### config.mk
export PLATFORM = sky130hd
export DESIGN_NAME = tmr_ctrl
export DESIGN_NICKNAME = d
export VERILOG_FILES = /design/src/tmr_pkg.sv /design/src/tmr_edge.sv /design/src/tmr_prescale.sv /design/src/tmr_ctrl.sv
export VERILOG_INCLUDE_DIRS = /design/src
export SDC_FILE = /design/constraint.sdc
export NUM_CORES = 1
export LEC_CHECK = 0
export ABC_CLOCK_PERIOD_IN_PS = 3400
export CORE_UTILIZATION = 25
export CTS_CLUSTER_DIAMETER = 100
export DETAILED_ROUTE_END_ITERATION = 10
export DONT_BUFFER_PORTS = 1
export HOLD_SLACK_MARGIN = 0.1
export PLACE_DENSITY = 0.48
export SETUP_SLACK_MARGIN = 0.4
export SYNTH_ARGS = -nofsm -noshare
export SYNTH_HDL_FRONTEND = slang
export SYNTH_HIERARCHICAL = 1
export SYNTH_SLANG_ARGS = --single-unit
### constraint.sdc
create_clock -name clock -period 3.4 [get_ports clock]
set_clock_uncertainty 0.05 [all_clocks]
set_input_delay 0.68 -clock clock [delete_from_list [all_inputs] [get_ports clock]]
set_output_delay 0.68 -clock clock [all_outputs]
set_load 0.01 [all_outputs]
### src/tmr_defines.svh
// Purpose: Register indexes, field positions and reset values of the timer
// Assumes: Included by bare name wherever the map is needed
// Notes:   Byte address of a register is four times its index
`ifndef TMR_DEFINES_SVH
`define TMR_DEFINES_SVH

`define TMR_ADDR_LSB     2
`define TMR_IDX_CTRL_B   8'h31
`define TMR_IDX_CTRL_A   8'h32
`define TMR_IDX_STATUS   8'h33
`define TMR_IDX_CAPA_HI  8'h34
`define TMR_IDX_CAPA_LO  8'h35
`define TMR_IDX_CMPA_HI  8'h36
`define TMR_IDX_CMPA_LO  8'h37
`define TMR_IDX_CNT_HI   8'h38
`define TMR_IDX_CNT_LO   8'h39
`define TMR_IDX_ALT_HI   8'h3A
`define TMR_IDX_ALT_LO   8'h3B
`define TMR_IDX_CAPB_HI  8'h3C
`define TMR_IDX_CAPB_LO  8'h3D
`define TMR_IDX_CMPB_HI  8'h3E
`define TMR_IDX_CMPB_LO  8'h3F

`define TMR_CA_CAP_IE    7
`define TMR_CA_CMP_IE    6
`define TMR_CA_OVF_IE    5
`define TMR_CA_FORCE_B   4
`define TMR_CA_FORCE_A   3
`define TMR_CA_LVL_B     2
`define TMR_CA_EDGE_A    1
`define TMR_CA_LVL_A     0

`define TMR_CB_PIN_A     7
`define TMR_CB_PIN_B     6
`define TMR_CB_PULSE     5
`define TMR_CB_PWM       4
`define TMR_CB_CLK_HI    3
`define TMR_CB_CLK_LO    2
`define TMR_CB_EDGE_B    1
`define TMR_CB_EXT_EDGE  0

`define TMR_ST_FREEZE    2
`define TMR_FLAG_CAP_A   4
`define TMR_FLAG_CMP_A   3
`define TMR_FLAG_OVF     2
`define TMR_FLAG_CAP_B   1
`define TMR_FLAG_CMP_B   0

`define TMR_CTRL_RESET   8'h00
`define TMR_CNT_RESET    16'hFFFC
`define TMR_CNT_MAX      16'hFFFF
`define TMR_CMP_RESET    16'h8000
`endif

### src/tmr_pkg.sv
// Purpose: Shared types of the timer control block
// Assumes: Nothing
// Notes:   Mode codes are one-hot
package tmr_pkg;
  typedef enum logic [2:0] {
    TMR_MODE_CMP   = 3'b001,
    TMR_MODE_PULSE = 3'b010,
    TMR_MODE_PWM   = 3'b100
  } tmr_mode_e;

  typedef enum logic [1:0] {
    TMR_CLK_DIV4 = 2'b00,
    TMR_CLK_DIV2 = 2'b01,
    TMR_CLK_DIV8 = 2'b10,
    TMR_CLK_EXT  = 2'b11
  } tmr_clk_e;

  typedef struct packed {
    logic [7:0]  ctrl_a;
    logic [7:0]  ctrl_b;
    logic [4:0]  flags;
    logic [4:0]  armed;
    logic        freeze;
    logic [15:0] count;
    logic [15:0] cmp_a;
    logic [15:0] cmp_b;
    logic [15:0] cap_a;
    logic [15:0] cap_b;
    logic        out_a;
    logic        out_b;
    logic        wr_pend;
    logic [7:0]  wr_idx;
    logic [7:0]  rdata;
  } tmr_state_s;
endpackage

### src/tmr_edge.sv
// Purpose: Edge detection on capture and count-clock pins
// Assumes: Inputs synchronous to clock
// Notes:   First cycle after reset only primes the history
`timescale 1ns/1ps
module tmr_edge #(
  parameter int N = 3
)
(
  input  wire logic         clock,
  input  wire logic         reset_n,
  input  wire logic [N-1:0] level,
  input  wire logic [N-1:0] rising,
  output logic      [N-1:0] pulse
);
  typedef struct packed {
    logic         primed;
    logic [N-1:0] prev;
  } tmr_edge_s;

  tmr_edge_s st;
  tmr_edge_s next_st;

  always_comb
  begin
    next_st        = st;
    next_st.primed = 1'b1;
    next_st.prev   = level;
  end

  always_ff @(posedge clock or negedge reset_n)
  begin
    if (!reset_n)
      st <= '0;
    else
      st <= next_st;
  end

  for (genvar i = 0; i < N; i++)
  begin : g_pin
    assign pulse[i] = st.primed &&
                      (rising[i] ? (level[i] && !st.prev[i])
                                 : (!level[i] && st.prev[i]));
  end

  //////////////////////////////////////////////////////////////////////////
  edge_a_sel_a:
    assert property (@(posedge clock) disable iff (!reset_n)
      pulse[0] |-> (level[0] == rising[0]) && (st.prev[0] != level[0]))
    else $error("capture edge A fired on wrong transition");

  edge_b_sel_a:
    assert property (@(posedge clock) disable iff (!reset_n)
      pulse[1] |-> (level[1] == rising[1]) && (st.prev[1] != level[1]))
    else $error("capture edge B fired on wrong transition");
endmodule

### src/tmr_prescale.sv
// Purpose: Counter tick from a divided clock or external edge
// Assumes: ext_edge is a one-cycle pulse
// Notes:   Divider holds while run is low
`timescale 1ns/1ps
module tmr_prescale #(
  parameter bit EXT_PRESENT = 1'b1
)
(
  input  wire logic       clock,
  input  wire logic       reset_n,
  input  wire logic [1:0] clock_select,
  input  wire logic       run,
  input  wire logic       ext_edge,
  output logic            tick
);
  typedef struct packed {
    logic [2:0] div;
  } tmr_pre_s;

  tmr_pre_s st;
  tmr_pre_s next_st;

  always_comb
  begin
    next_st = st;
    if (run)
      next_st.div = st.div + 3'h1;
  end

  always_ff @(posedge clock or negedge reset_n)
  begin
    if (!reset_n)
      st <= '0;
    else
      st <= next_st;
  end

  always_comb
  begin
    case (tmr_pkg::tmr_clk_e'(clock_select))
      tmr_pkg::TMR_CLK_DIV4: tick = run && (st.div[1:0] == 2'h3);
      tmr_pkg::TMR_CLK_DIV2: tick = run && st.div[0];
      tmr_pkg::TMR_CLK_DIV8: tick = run && (st.div == 3'h7);
      tmr_pkg::TMR_CLK_EXT:  tick = run && EXT_PRESENT && ext_edge;
      default:               tick = 1'b0;
    endcase
  end

  //////////////////////////////////////////////////////////////////////////
  div2_rate_a:
    assert property (@(posedge clock) disable iff (!reset_n)
      (tick && clock_select == 2'h1) |=> !tick || clock_select != 2'h1)
    else $error("divide-by-two tick on consecutive cycles");

  ext_absent_a:
    assert property (@(posedge clock) disable iff (!reset_n)
      (!EXT_PRESENT && clock_select == 2'h3) |-> !tick)
    else $error("counter ticked with no external clock pin");
endmodule

### src/tmr_ctrl.sv
// Purpose: 16-bit capture/compare timer with AHB-Lite register access
// Assumes: Pins synchronous to clock; master leaves one idle between
//          a write and the next transfer
// Notes:   Zero wait states; read side effects act in the address phase
//
// Chosen here: the register offsets and the AHB-Lite register port.
`timescale 1ns/1ps
`include "tmr_defines.svh"

// Functional notes
// - All events share one masked interrupt line
// - Events wake from wait, never halt
// - Capture enable gates capture flag interrupts
// - Compare enable gates compare flag interrupts
// - Overflow enable gates overflow interrupt
// - Force bits copy levels to pins
// - Compare B match drives level B in compare mode
// - Capture A edge polarity select
// - Compare A match drives level A
// - Pin enables only route outputs
// - Single pulse triggered by capture A
// - PWM: width compare A, period B
// - Clock select chooses divider or external
// - Absent external pin stops counter
// - Capture B edge polarity select
// - External clock edge polarity select
// - Capture A flag set, cleared
// - Compare A flag set, cleared
// - Overflow flag; alternate read keeps it
// - Capture B, compare B flags
// - Freeze stops counting, disables pins
// - PWM blocks compare flags
// - PWM period reloads counter FFFC
// - PWM overrides single pulse mode
// - Counter low write resets counter
module tmr_ctrl #(
  parameter bit EXT_PRESENT = 1'b1
)
(
  input  wire logic        clock,
  input  wire logic        reset_n,
  input  wire logic        hsel,
  input  wire logic [31:0] haddr,
  input  wire logic [1:0]  htrans,
  input  wire logic        hwrite,
  input  wire logic [2:0]  hsize,
  input  wire logic [31:0] hwdata,
  input  wire logic        hready,
  output logic             hreadyout,
  output logic             hresp,
  output logic      [31:0] hrdata,
  input  wire logic        capture_in_a,
  input  wire logic        capture_in_b,
  input  wire logic        ext_count_clock,
  input  wire logic        cpu_irq_mask,
  input  wire logic        halt_mode,
  output logic             compare_out_a,
  output logic             compare_out_a_en,
  output logic             compare_out_b,
  output logic             compare_out_b_en,
  output logic             timer_irq,
  output logic             wake_req
);
  localparam tmr_pkg::tmr_state_s ST_RESET = '{
    ctrl_a:  `TMR_CTRL_RESET,
    ctrl_b:  `TMR_CTRL_RESET,
    flags:   5'h00,
    armed:   5'h00,
    freeze:  1'b0,
    count:   `TMR_CNT_RESET,
    cmp_a:   `TMR_CMP_RESET,
    cmp_b:   `TMR_CMP_RESET,
    cap_a:   16'h0000,
    cap_b:   16'h0000,
    out_a:   1'b0,
    out_b:   1'b0,
    wr_pend: 1'b0,
    wr_idx:  8'h00,
    rdata:   8'h00
  };

  tmr_pkg::tmr_state_s st;
  tmr_pkg::tmr_state_s next_st;
  tmr_pkg::tmr_mode_e  mode;

  logic [2:0]  edge_pulse;
  logic        tick;
  logic        run;
  logic [15:0] inc;
  logic        ovf_ev;
  logic        match_a;
  logic        match_b;
  logic        cap_a_ev;
  logic        cap_b_ev;
  logic        period_start;
  logic        addr_ok;
  logic        rd_go;
  logic [7:0]  idx;
  logic [7:0]  wbyte;
  logic        cnt_wr;
  logic        status_rd;
  logic [4:0]  acc_lo;
  logic [4:0]  flag_set;
  logic [4:0]  flag_clr;
  logic        irq_pend;

  //////////////////////////////////////////////////////////////////////////
  // Pin edges and count clock

  tmr_edge #(
    .N (3)
  ) u_edge (
    .clock   (clock),
    .reset_n (reset_n),
    .level   ({ext_count_clock, capture_in_b, capture_in_a}),
    .rising  ({st.ctrl_b[`TMR_CB_EXT_EDGE], st.ctrl_b[`TMR_CB_EDGE_B],
               st.ctrl_a[`TMR_CA_EDGE_A]}),
    .pulse   (edge_pulse)
  );

  assign run = !st.freeze && !halt_mode;

  tmr_prescale #(
    .EXT_PRESENT (EXT_PRESENT)
  ) u_prescale (
    .clock        (clock),
    .reset_n      (reset_n),
    .clock_select (st.ctrl_b[`TMR_CB_CLK_HI:`TMR_CB_CLK_LO]),
    .run          (run),
    .ext_edge     (edge_pulse[2]),
    .tick         (tick)
  );

  //////////////////////////////////////////////////////////////////////////
  // Mode and timer events

  always_comb
  begin
    if (st.ctrl_b[`TMR_CB_PWM])
      mode = tmr_pkg::TMR_MODE_PWM;
    else if (st.ctrl_b[`TMR_CB_PULSE])
      mode = tmr_pkg::TMR_MODE_PULSE;
    else
      mode = tmr_pkg::TMR_MODE_CMP;
  end

  assign inc     = st.count + 16'h0001;
  assign ovf_ev  = tick && (st.count == `TMR_CNT_MAX);
  assign match_a = tick && (inc == st.cmp_a);
  assign match_b = tick && (inc == st.cmp_b);
  // Capture pin A is disconnected from the timer in PWM mode
  assign cap_a_ev = edge_pulse[0] && (mode != tmr_pkg::TMR_MODE_PWM);
  assign cap_b_ev = edge_pulse[1];
  assign period_start =
    (cap_a_ev && (mode == tmr_pkg::TMR_MODE_PULSE)) ||
    (match_b && (mode == tmr_pkg::TMR_MODE_PWM));

  //////////////////////////////////////////////////////////////////////////
  // Bus decode

  assign addr_ok   = hsel && htrans[1] && hready;
  assign idx       = haddr[`TMR_ADDR_LSB+7:`TMR_ADDR_LSB];
  assign rd_go     = addr_ok && !hwrite;
  assign wbyte     = hwdata[7:0];
  assign status_rd = rd_go && (idx == `TMR_IDX_STATUS);
  assign cnt_wr    = st.wr_pend && (st.wr_idx == `TMR_IDX_CNT_LO);

  function automatic logic lo_hit(input logic [7:0] x);
    lo_hit = (rd_go && (idx == x)) || (st.wr_pend && (st.wr_idx == x));
  endfunction
  always_comb
  begin
    // only the main low byte clears overflow
    acc_lo[`TMR_FLAG_CAP_A] = lo_hit(`TMR_IDX_CAPA_LO);
    acc_lo[`TMR_FLAG_CMP_A] = lo_hit(`TMR_IDX_CMPA_LO);
    acc_lo[`TMR_FLAG_OVF]   = lo_hit(`TMR_IDX_CNT_LO);
    acc_lo[`TMR_FLAG_CAP_B] = lo_hit(`TMR_IDX_CAPB_LO);
    acc_lo[`TMR_FLAG_CMP_B] = lo_hit(`TMR_IDX_CMPB_LO);
  end
  function automatic logic [7:0] rd_mux(input logic [7:0] a);
    case (a)
      `TMR_IDX_CTRL_A:  rd_mux = st.ctrl_a;
      `TMR_IDX_CTRL_B:  rd_mux = st.ctrl_b;
      `TMR_IDX_STATUS:  rd_mux = {st.flags, st.freeze, 2'b00};
      `TMR_IDX_CAPA_HI: rd_mux = st.cap_a[15:8];
      `TMR_IDX_CAPA_LO: rd_mux = st.cap_a[7:0];
      `TMR_IDX_CMPA_HI: rd_mux = st.cmp_a[15:8];
      `TMR_IDX_CMPA_LO: rd_mux = st.cmp_a[7:0];
      `TMR_IDX_CNT_HI:  rd_mux = st.count[15:8];
      `TMR_IDX_CNT_LO:  rd_mux = st.count[7:0];
      `TMR_IDX_ALT_HI:  rd_mux = st.count[15:8];
      `TMR_IDX_ALT_LO:  rd_mux = st.count[7:0];
      `TMR_IDX_CAPB_HI: rd_mux = st.cap_b[15:8];
      `TMR_IDX_CAPB_LO: rd_mux = st.cap_b[7:0];
      `TMR_IDX_CMPB_HI: rd_mux = st.cmp_b[15:8];
      `TMR_IDX_CMPB_LO: rd_mux = st.cmp_b[7:0];
      default:          rd_mux = 8'h00;
    endcase
  endfunction

  //////////////////////////////////////////////////////////////////////////
  // Event flags

  assign flag_set[`TMR_FLAG_CAP_A] = cap_a_ev ||
    (match_b && (mode == tmr_pkg::TMR_MODE_PWM));
  // no compare A flag in pulse modes
  assign flag_set[`TMR_FLAG_CMP_A] = match_a &&
    (mode == tmr_pkg::TMR_MODE_CMP);
  assign flag_set[`TMR_FLAG_OVF]   = ovf_ev;
  assign flag_set[`TMR_FLAG_CAP_B] = cap_b_ev;
  assign flag_set[`TMR_FLAG_CMP_B] = match_b &&
    (mode != tmr_pkg::TMR_MODE_PWM);
  assign flag_clr = st.armed & acc_lo;

  //////////////////////////////////////////////////////////////////////////
  // Next state

  always_comb
  begin
    next_st = st;
    // Set wins over a clear landing in the same cycle
    next_st.flags = (st.flags & ~flag_clr) | flag_set;
    if (status_rd)
      next_st.armed = st.flags;
    else
      next_st.armed = st.armed & ~acc_lo;

    if (cnt_wr || period_start)
      next_st.count = `TMR_CNT_RESET;
    else if (tick)
      next_st.count = inc;

    if (cap_a_ev)
      next_st.cap_a = st.count;
    if (cap_b_ev)
      next_st.cap_b = st.count;

    // level A on match or force
    if (match_a || st.ctrl_a[`TMR_CA_FORCE_A])
      next_st.out_a = st.ctrl_a[`TMR_CA_LVL_A];
    if (period_start)
      next_st.out_a = st.ctrl_a[`TMR_CA_LVL_B];
    // level B on its own pin
    if ((match_b && (mode == tmr_pkg::TMR_MODE_CMP)) ||
        st.ctrl_a[`TMR_CA_FORCE_B])
      next_st.out_b = st.ctrl_a[`TMR_CA_LVL_B];

    next_st.wr_pend = addr_ok && hwrite;
    next_st.wr_idx  = idx;
    if (rd_go)
      next_st.rdata = rd_mux(idx);

    if (st.wr_pend)
    begin
      case (st.wr_idx)
        `TMR_IDX_CTRL_A:  next_st.ctrl_a = wbyte;
        `TMR_IDX_CTRL_B:  next_st.ctrl_b = wbyte;
        `TMR_IDX_STATUS:  next_st.freeze = wbyte[`TMR_ST_FREEZE];
        `TMR_IDX_CMPA_HI: next_st.cmp_a[15:8] = wbyte;
        `TMR_IDX_CMPA_LO: next_st.cmp_a[7:0] = wbyte;
        `TMR_IDX_CMPB_HI: next_st.cmp_b[15:8] = wbyte;
        `TMR_IDX_CMPB_LO: next_st.cmp_b[7:0] = wbyte;
        default:          next_st.wr_idx = st.wr_idx;
      endcase
    end
  end

  always_ff @(posedge clock or negedge reset_n)
  begin
    if (!reset_n)
      st <= ST_RESET;
    else
      st <= next_st;
  end

  //////////////////////////////////////////////////////////////////////////
  // Outputs

  assign hreadyout = 1'b1;
  assign hresp     = 1'b0;
  assign hrdata    = {24'h000000, st.rdata};

  assign compare_out_a    = st.out_a;
  assign compare_out_a_en = st.ctrl_b[`TMR_CB_PIN_A] && !st.freeze;
  assign compare_out_b    = st.out_b;
  assign compare_out_b_en = st.ctrl_b[`TMR_CB_PIN_B] && !st.freeze;

  assign irq_pend =
    (st.ctrl_a[`TMR_CA_CAP_IE] &&
     (st.flags[`TMR_FLAG_CAP_A] || st.flags[`TMR_FLAG_CAP_B])) ||
    (st.ctrl_a[`TMR_CA_CMP_IE] &&
     (st.flags[`TMR_FLAG_CMP_A] || st.flags[`TMR_FLAG_CMP_B])) ||
    (st.ctrl_a[`TMR_CA_OVF_IE] && st.flags[`TMR_FLAG_OVF]);
  assign timer_irq = irq_pend && !cpu_irq_mask;
  assign wake_req  = timer_irq && !halt_mode;

  //////////////////////////////////////////////////////////////////////////
  // Checks

  irq_gate_a:
    assert property (@(posedge clock) disable iff (!reset_n)
      timer_irq |-> !cpu_irq_mask && irq_pend)
    else $error("interrupt raised while masked or with no cause");

  halt_wake_a:
    assert property (@(posedge clock) disable iff (!reset_n)
      (halt_mode |-> !wake_req) and (timer_irq && !halt_mode |-> wake_req))
    else $error("wake request wrong for halt or wait");

  cap_irq_a:
    assert property (@(posedge clock) disable iff (!reset_n)
      (st.ctrl_a[`TMR_CA_CAP_IE] && st.flags[`TMR_FLAG_CAP_B] &&
       !cpu_irq_mask) |-> timer_irq)
    else $error("capture B flag did not raise interrupt");

  cmp_out_a:
    assert property (@(posedge clock) disable iff (!reset_n)
      (mode == tmr_pkg::TMR_MODE_CMP && match_a) |=>
        st.out_a == $past(st.ctrl_a[`TMR_CA_LVL_A]))
    else $error("compare A match did not drive level A");

  ovf_set_a:
    assert property (@(posedge clock) disable iff (!reset_n)
      (ovf_ev && !cnt_wr && !period_start) |=>
        st.flags[`TMR_FLAG_OVF] && st.count == 16'h0000)
    else $error("wrap did not set overflow flag");

  freeze_hold_a:
    assert property (@(posedge clock) disable iff (!reset_n)
      (st.freeze && next_st.freeze && !cnt_wr && !period_start) |=>
        $stable(st.count) && !compare_out_a_en && !compare_out_b_en)
    else $error("counter moved or pin driven while frozen");

  pwm_noflag_a:
    assert property (@(posedge clock) disable iff (!reset_n)
      (mode == tmr_pkg::TMR_MODE_PWM && !st.flags[`TMR_FLAG_CMP_A] &&
       !st.flags[`TMR_FLAG_CMP_B]) |=>
        !st.flags[`TMR_FLAG_CMP_A] && !st.flags[`TMR_FLAG_CMP_B])
    else $error("compare flag set in PWM mode");

  pwm_reload_a:
    assert property (@(posedge clock) disable iff (!reset_n)
      (mode == tmr_pkg::TMR_MODE_PWM && match_b) |=>
        st.count == `TMR_CNT_RESET && st.flags[`TMR_FLAG_CAP_A])
    else $error("PWM period end did not reload counter");

  cnt_reset_a:
    assert property (@(posedge clock) disable iff (!reset_n)
      cnt_wr |=> st.count == `TMR_CNT_RESET)
    else $error("counter low write did not reset counter");

  clr_keep_a:
    assert property (@(posedge clock) disable iff (!reset_n)
      (st.flags[`TMR_FLAG_OVF] && !st.armed[`TMR_FLAG_OVF]) |=>
        st.flags[`TMR_FLAG_OVF])
    else $error("unarmed overflow flag was cleared");
endmodule

== After elaboration in Yosys (flattened, before gate mapping) ==
Cells that the tools add are included.

* Reduce and logical (&&, ||, !) cells: 82
* Multiplexer cells: 14
* Bitwise operators: 6
* Equality and inequality tests: 38
* Add/subtract/negate cells: 2

{| class="wikitable"
|+ Operator list
! kind !! count
|-
| $eq 8x6->1 const B || 25
|-
| $pmux 8 s13 || 1
|-
| $logic_and 1x1->1 || 45
|-
| $eq 16x16->1 || 2
|-
| $mux 16 || 2
|-
| $add 16x1->16 const B || 1
|-
| $eq 16x16->1 const B || 1
|-
| $mux 8 || 2
|-
| $and 5x5->5 || 3
|-
| $logic_or 1x1->1 || 14
|-
| $reduce_and 2->1 || 7
|-
| $logic_not 1->1 || 10
|-
| $not 5->5 || 2
|-
| $reduce_or 7->1 || 1
|-
| $eq 2x2->1 const B || 3
|-
| $eq 3x3->1 const B || 2
|-
| $mux 1 || 5
|-
| $mux 5 || 1
|-
| $or 5x5->5 || 1
|-
| $pmux 1 s4 || 1
|-
| $reduce_bool 2->1 || 2
|-
| $reduce_or 2->1 || 2
|-
| $add 3x1->3 const B || 1
|-
| $eq 3x1->1 const B || 1
|-
| other kinds (7) || 7
|}

* Output and inout bits: 40
* Logic and storage cells: 162
* Input bits: 79
* Flip-flop bits (word level): 133

== Depth between registers and ports, before layout ==
* Depth in word-level cells: 11
* Depth in mapped cells: 12

== Cells and area by module ==
The synthesis kept the hierarchy.

{| class="wikitable"
|+ Modules (own cells, without submodules)
! module !! seq. area each (um^2) !! cells each !! times used !! area each (um^2)
|-
| tmr_ctrl || 3173.0 || 738 || 1 || 7669.9
|-
| tmr_edge || 100.1 || 14 || 1 || 175.2
|-
| tmr_prescale || 75.1 || 10 || 1 || 160.2
|}

== Worst setup path before layout ==
No wires, ideal clock.

* Kind: input-to-reg
* Start point: input ext_count_clock
* End point: register st (netlist bit compare_out_a)
* Stages on the path: 11
* Arrival: 2.869 ns
* Slack: 0.356 ns
* Required time: 3.225 ns
* Path through: nand4bb_1 -> nand2_1 -> mux4_2 -> and2_1 -> clkbuf_1 -> nand3_1 -> nor4b_1 -> o2111ai_1 -> o41ai_2 -> mux2_1 -> mux2_4

* Cells in the longest elaborated chain, start to end: 10

{| class="wikitable"
|+ Ends and longest elaborated chain
! what !! RTL line !! source
|-
| from (decl) || tmr_ctrl.sv:54 || <nowiki>input wire logic ext_count_clock,</nowiki>
|-
| $logic_not 1->1 || tmr_edge.sv:42 || <nowiki>: (!level[i] && st.prev[i]));</nowiki>
|-
| $logic_and 1x1->1 || tmr_edge.sv:42 ||
|-
| $mux 1 * || tmr_edge.sv:41 || <nowiki>(rising[i] ? (level[i] && !st.prev[i])</nowiki>
|-
| $logic_and 1x1->1 * || tmr_edge.sv:40 || <nowiki>assign pulse[i] = st.primed &&</nowiki>
|-
| named net edge_pulse[2] || tmr_ctrl.sv:86 || <nowiki>logic [2:0] edge_pulse;</nowiki>
|-
| $logic_and 1x1->1 * || tmr_prescale.sv:44 || <nowiki>tmr_pkg::TMR_CLK_EXT: tick = run && EXT_PRESENT && ext_edge;</nowiki>
|-
| $pmux 1 s4 * || tmr_prescale.sv:40 || <nowiki>case (tmr_pkg::tmr_clk_e'(clock_select))</nowiki>
|-
| named net tick || tmr_ctrl.sv:87 || <nowiki>logic tick;</nowiki>
|-
| $logic_and 1x1->1 || tmr_ctrl.sv:150 || <nowiki>assign match_b = tick && (inc == st.cmp_b);</nowiki>
|-
| $logic_and 1x1->1 || tmr_ctrl.sv:156 || <nowiki>(match_b && (mode == tmr_pkg::TMR_MODE_PWM));</nowiki>
|-
| $logic_or 1x1->1 || tmr_ctrl.sv:155 || <nowiki>(cap_a_ev && (mode == tmr_pkg::TMR_MODE_PULSE)) ||</nowiki>
|-
| $mux 1 / $reduce_bool 2->1 (equally long branches) || n/a ||
|-
| to (signal assigned) || tmr_ctrl.sv:273 || <nowiki>st <= next_st;</nowiki>
|-
| to (decl) || tmr_ctrl.sv:82 || <nowiki>tmr_pkg::tmr_state_s st;</nowiki>
|}

Mark *: on every way through the listed nets, which the timed path passes. The rest lies on a longest branch.
A chain may end at the register's enable or synchronous reset.

== Worst setup path in the final report ==
* Start point: register st[86] in the netlist's numbering
* End point: register st (netlist bit compare_out_a)

* Cells in the longest elaborated chain, start to end: 6

{| class="wikitable"
|+ Ends and longest elaborated chain
! what !! RTL line !! source
|-
| $add 16x1->16 * || tmr_ctrl.sv:147 || <nowiki>assign inc = st.count + 16'h0001;</nowiki>
|-
| $eq 16x16->1 || tmr_ctrl.sv:150 ||
|-
| $logic_and 1x1->1 || tmr_ctrl.sv:150 ||
|-
| $logic_and 1x1->1 || tmr_ctrl.sv:156 ||
|-
| $logic_or 1x1->1 || tmr_ctrl.sv:155 ||
|-
| $mux 1 / $reduce_bool 2->1 (equally long branches) || n/a ||
|}

Mark *: on every way between the ends. The rest lies on a longest branch, timed or not.

==> run metrics <==
status=finished with violations; vias per cell=about 5.0; failing checks=hold timing; Final Hold Fails=117; DRC viols=0; Initial Util=roughly a quarter; worst-path maximum fanout=11; IO Port Bufs=0; Die Ht=~180 um; mux contribution to synthesized area=15.6%; Die Area=roughly 33000 um^2; post-synthesis xor/xnor area fraction=approximately 7.0%; Slew headroom=between 20% and 30%; Vias=roughly 5800; Iteration-0 DRC Markers=just under 500; Worst Path Arrival=~3.2 ns; Adder-Cell Fraction of Synth Area=less than 1%; Routed Antenna Nets=0; n_diodes=0; pwr dens=roughly 610 nW/um^2; Metal-1 WL=between 10000 and 15000 um; wire length on met3=~1500 um; Clk Latency, worst-skew pair=between 0.4 and 0.5 ns; Synth Area in Simple Gates=18.7%; top cells by count, synth=nand2_1, dfrtp_1, mux2_2, buf_4, o21ai_0; clock sink count=133; Pleak=3.57 nW; CTS tree=built; first-pass GRT wire length=~37000 um; synth warn=6; global route total overflow=0; Hold WS=-0.0872 ns; setup slack, reg-to-reg=roughly 0.49 ns; number of synthesized register bits=approximately 130; I/O pins=around 120; worst vdd ir=roughly 0.39 mV; clock tree buffer depth=2; R2R Path Start=st[86]; core area=~32000 um^2; R2R depth=7; Post-synth EDFFs=0; unrepaired setup endpoints after global routing=false; WP data required=~3.7 ns; Max Used Layer=met4; H-Tree Depth=4; GR Util All Layers=between 10% and 20%; Pre-Repair DR Iteration Count=4; Worst Tran Pin Value=between 1 and 1.5 ns; Cells after Synth=between 700 and 800; routed wl met2=between 10000 and 15000 um; Reg area=3360 um^2; CTS Root Cell=clkbuf_16; fin crit share=a little under nine tenths; count leader, synth=nand2_1; width of the die=roughly 180 um; max_cap viols=0; Yosys top cell by area=dfrtp_1; Design Power=5.40 mW; sequential-to-total area share from yosys stat=about two fifths; Synth async-reset ratio=100%; Core Rows=65; Post-Route WL=between 20000 and 25000 um; GPL Wtd Cong=0.905; Synth Flop Type=dfrtp_1; Critical Path Source Type=flop; number of global-route vias before repair=about 5700; nets=~840; Synth top area share=a little over a third; Final setup viols=0; Synth Area in Compound Gates=under 10%; Slew Limit Fails=0; capturing point of the worst reg2reg path=compare_out_a; CP Class=reg2reg; Syn Area/Cell=10.5 um^2; main combinational cell family by area after synthesis=simple AND/OR/NAND/NOR gates; initial antenna violation count=0; largest net degree at the start of global routing=approximately 130; CP Capture Type=flop; Worst-path clk slew=around 0.060 ns; hold crit path type=in2async; synthesized area=between 8000 and 9000 um^2; wire length per cell=~20 um; TNS Setup=0 ns; post-synthesis to final-layout area growth=11.1%; FMAX=approximately 340 MHz; CTS buffer count=17; Post-DP HPWL=~17000 um; area of the multi-input gates=~4200 um^2; fillers=~3300; Netlist cell types=80; fraction of layout cells with a size suffix above 1=roughly 27%; synth top area cells=dfrtp_1, mux2_2, nand2_1; post-route minimum period=2.91 ns
==> final cells by class <==
class / instances / share of cell area (%)
Multi-Input combinational cell: 568 / 46.9
Sequential cell: 133 / 37.8
Tap cell: 402 / 5.65
Clock buffer: 20 / 5.13
Timing Repair Buffer: 32 / 2.84
Clock inverter: 12 / 1.45
Inverter: 5 / 0.211
==> stage by stage <==
step / cells / hold WS (ns) / util (%) / worst slack, ns / area [um^2]
floorplan: 786 / 0.334 / - / 0.427 / 8100
CTS: 1167 / -0.109 / 28.0 / 0.401 / 8830
finish: 1172 / -0.0872 / 28.2 / 0.495 / 8890
detailed placement: 1135 / 0.347 / 26.1 / 0.109 / 8230
global route: 1172 / -0.109 / 28.2 / 0.402 / 8890
global placement: 1135 / 0.348 / 26.1 / 0.201 / 8230
==> critical path: stages (launching register included) <==
cell,delay (ns)
dfstp_2,0.68
nand4_4,0.21
nor4_4,0.41
xnor2_2,0.18
xnor2_2,0.18
o41ai_2,0.46
mux2_1,0.37
mux2_4,0.25
==> worst max path at each step <==
stage	cells after the start	end	from
2_1_floorplan	11	compare_out_a	ext_count_clock
3_3_place_gp	10	compare_out_a	ext_count_clock
3_5_place_dp	10	compare_out_a	ext_count_clock
4_1_cts	10	compare_out_a	st[110]
6_report	7	compare_out_a	st[86]
5_1_grt	7	compare_out_a	st[86]
==> power breakdown <==
group / switching (mW) / internal, mW / total, mW / leakage [nW]
Clock: 0.732 / 1.12 / 1.85 / 0.282
Combinational: 0.754 / 0.682 / 1.44 / 1.72
Sequential: 0.257 / 1.86 / 2.12 / 1.57
==> layer usage <==
metal / vias up / global-route usage [%]
li1: 2650 / -
met1: 2938 / 21.0
met2: 197 / 22.7
met3: 28 / 3.77
met4: 0 / 4.75
met5: - / 0
==> cell families (layout without fill, tap and decap cells) <==
group / Yosys count / count (layout)
other: 3 / 27
and+or+nand+nor: 274 / 274
DFF: 133 / 133
muxes: 103 / 103
buffers and inverters: 85 / 69
adders and majority gates: 3 / 3
AOI/OAI and AO/OA: 106 / 106
xor gates and xnor gates: 55 / 55
==> layout by cell type, fill, tap and decap left out, types with 4 or more instances in the layout <==
cell / count
nand2_1: 118
dfrtp_1: 117
mux2_2: 87
o21ai_0: 34
nor2_1: 31
buf_4: 31
conb_1: 27
xnor2_1: 26
xor2_1: 22
nand3_1: 21
clkbuf_16: 17
nand4_1: 16
a21oi_1: 15
dfstp_2: 13
a22oi_1: 12
nor3_1: 10
nor2b_1: 9
nand2b_1: 8
and3_1: 8
mux4_2: 8
nand3b_1: 6
a31oi_1: 6
mux2i_1: 6
inv_1: 5
o2111ai_1: 5
o22ai_1: 5
and3_2: 4
a22o_1: 4
a221oi_1: 4
clkinv_2: 4
==> state kept, by name, indices dropped and copies added, names as in the netlist <==
register / count
compare_out_a: 1
compare_out_b: 1
hrdata: 8
st: 116
u_edge/st: 4
u_prescale/st: 3
==> repair_timing <==
action,CTS,global route
pin swaps,1,4
setup endpoints to repair,1,2
gates cloned,0,0
hold endpoints to repair,133,132
resized for setup,2,6
buffers inserted,0,5
Note: power is estimated with default switching activity, not from simulation.
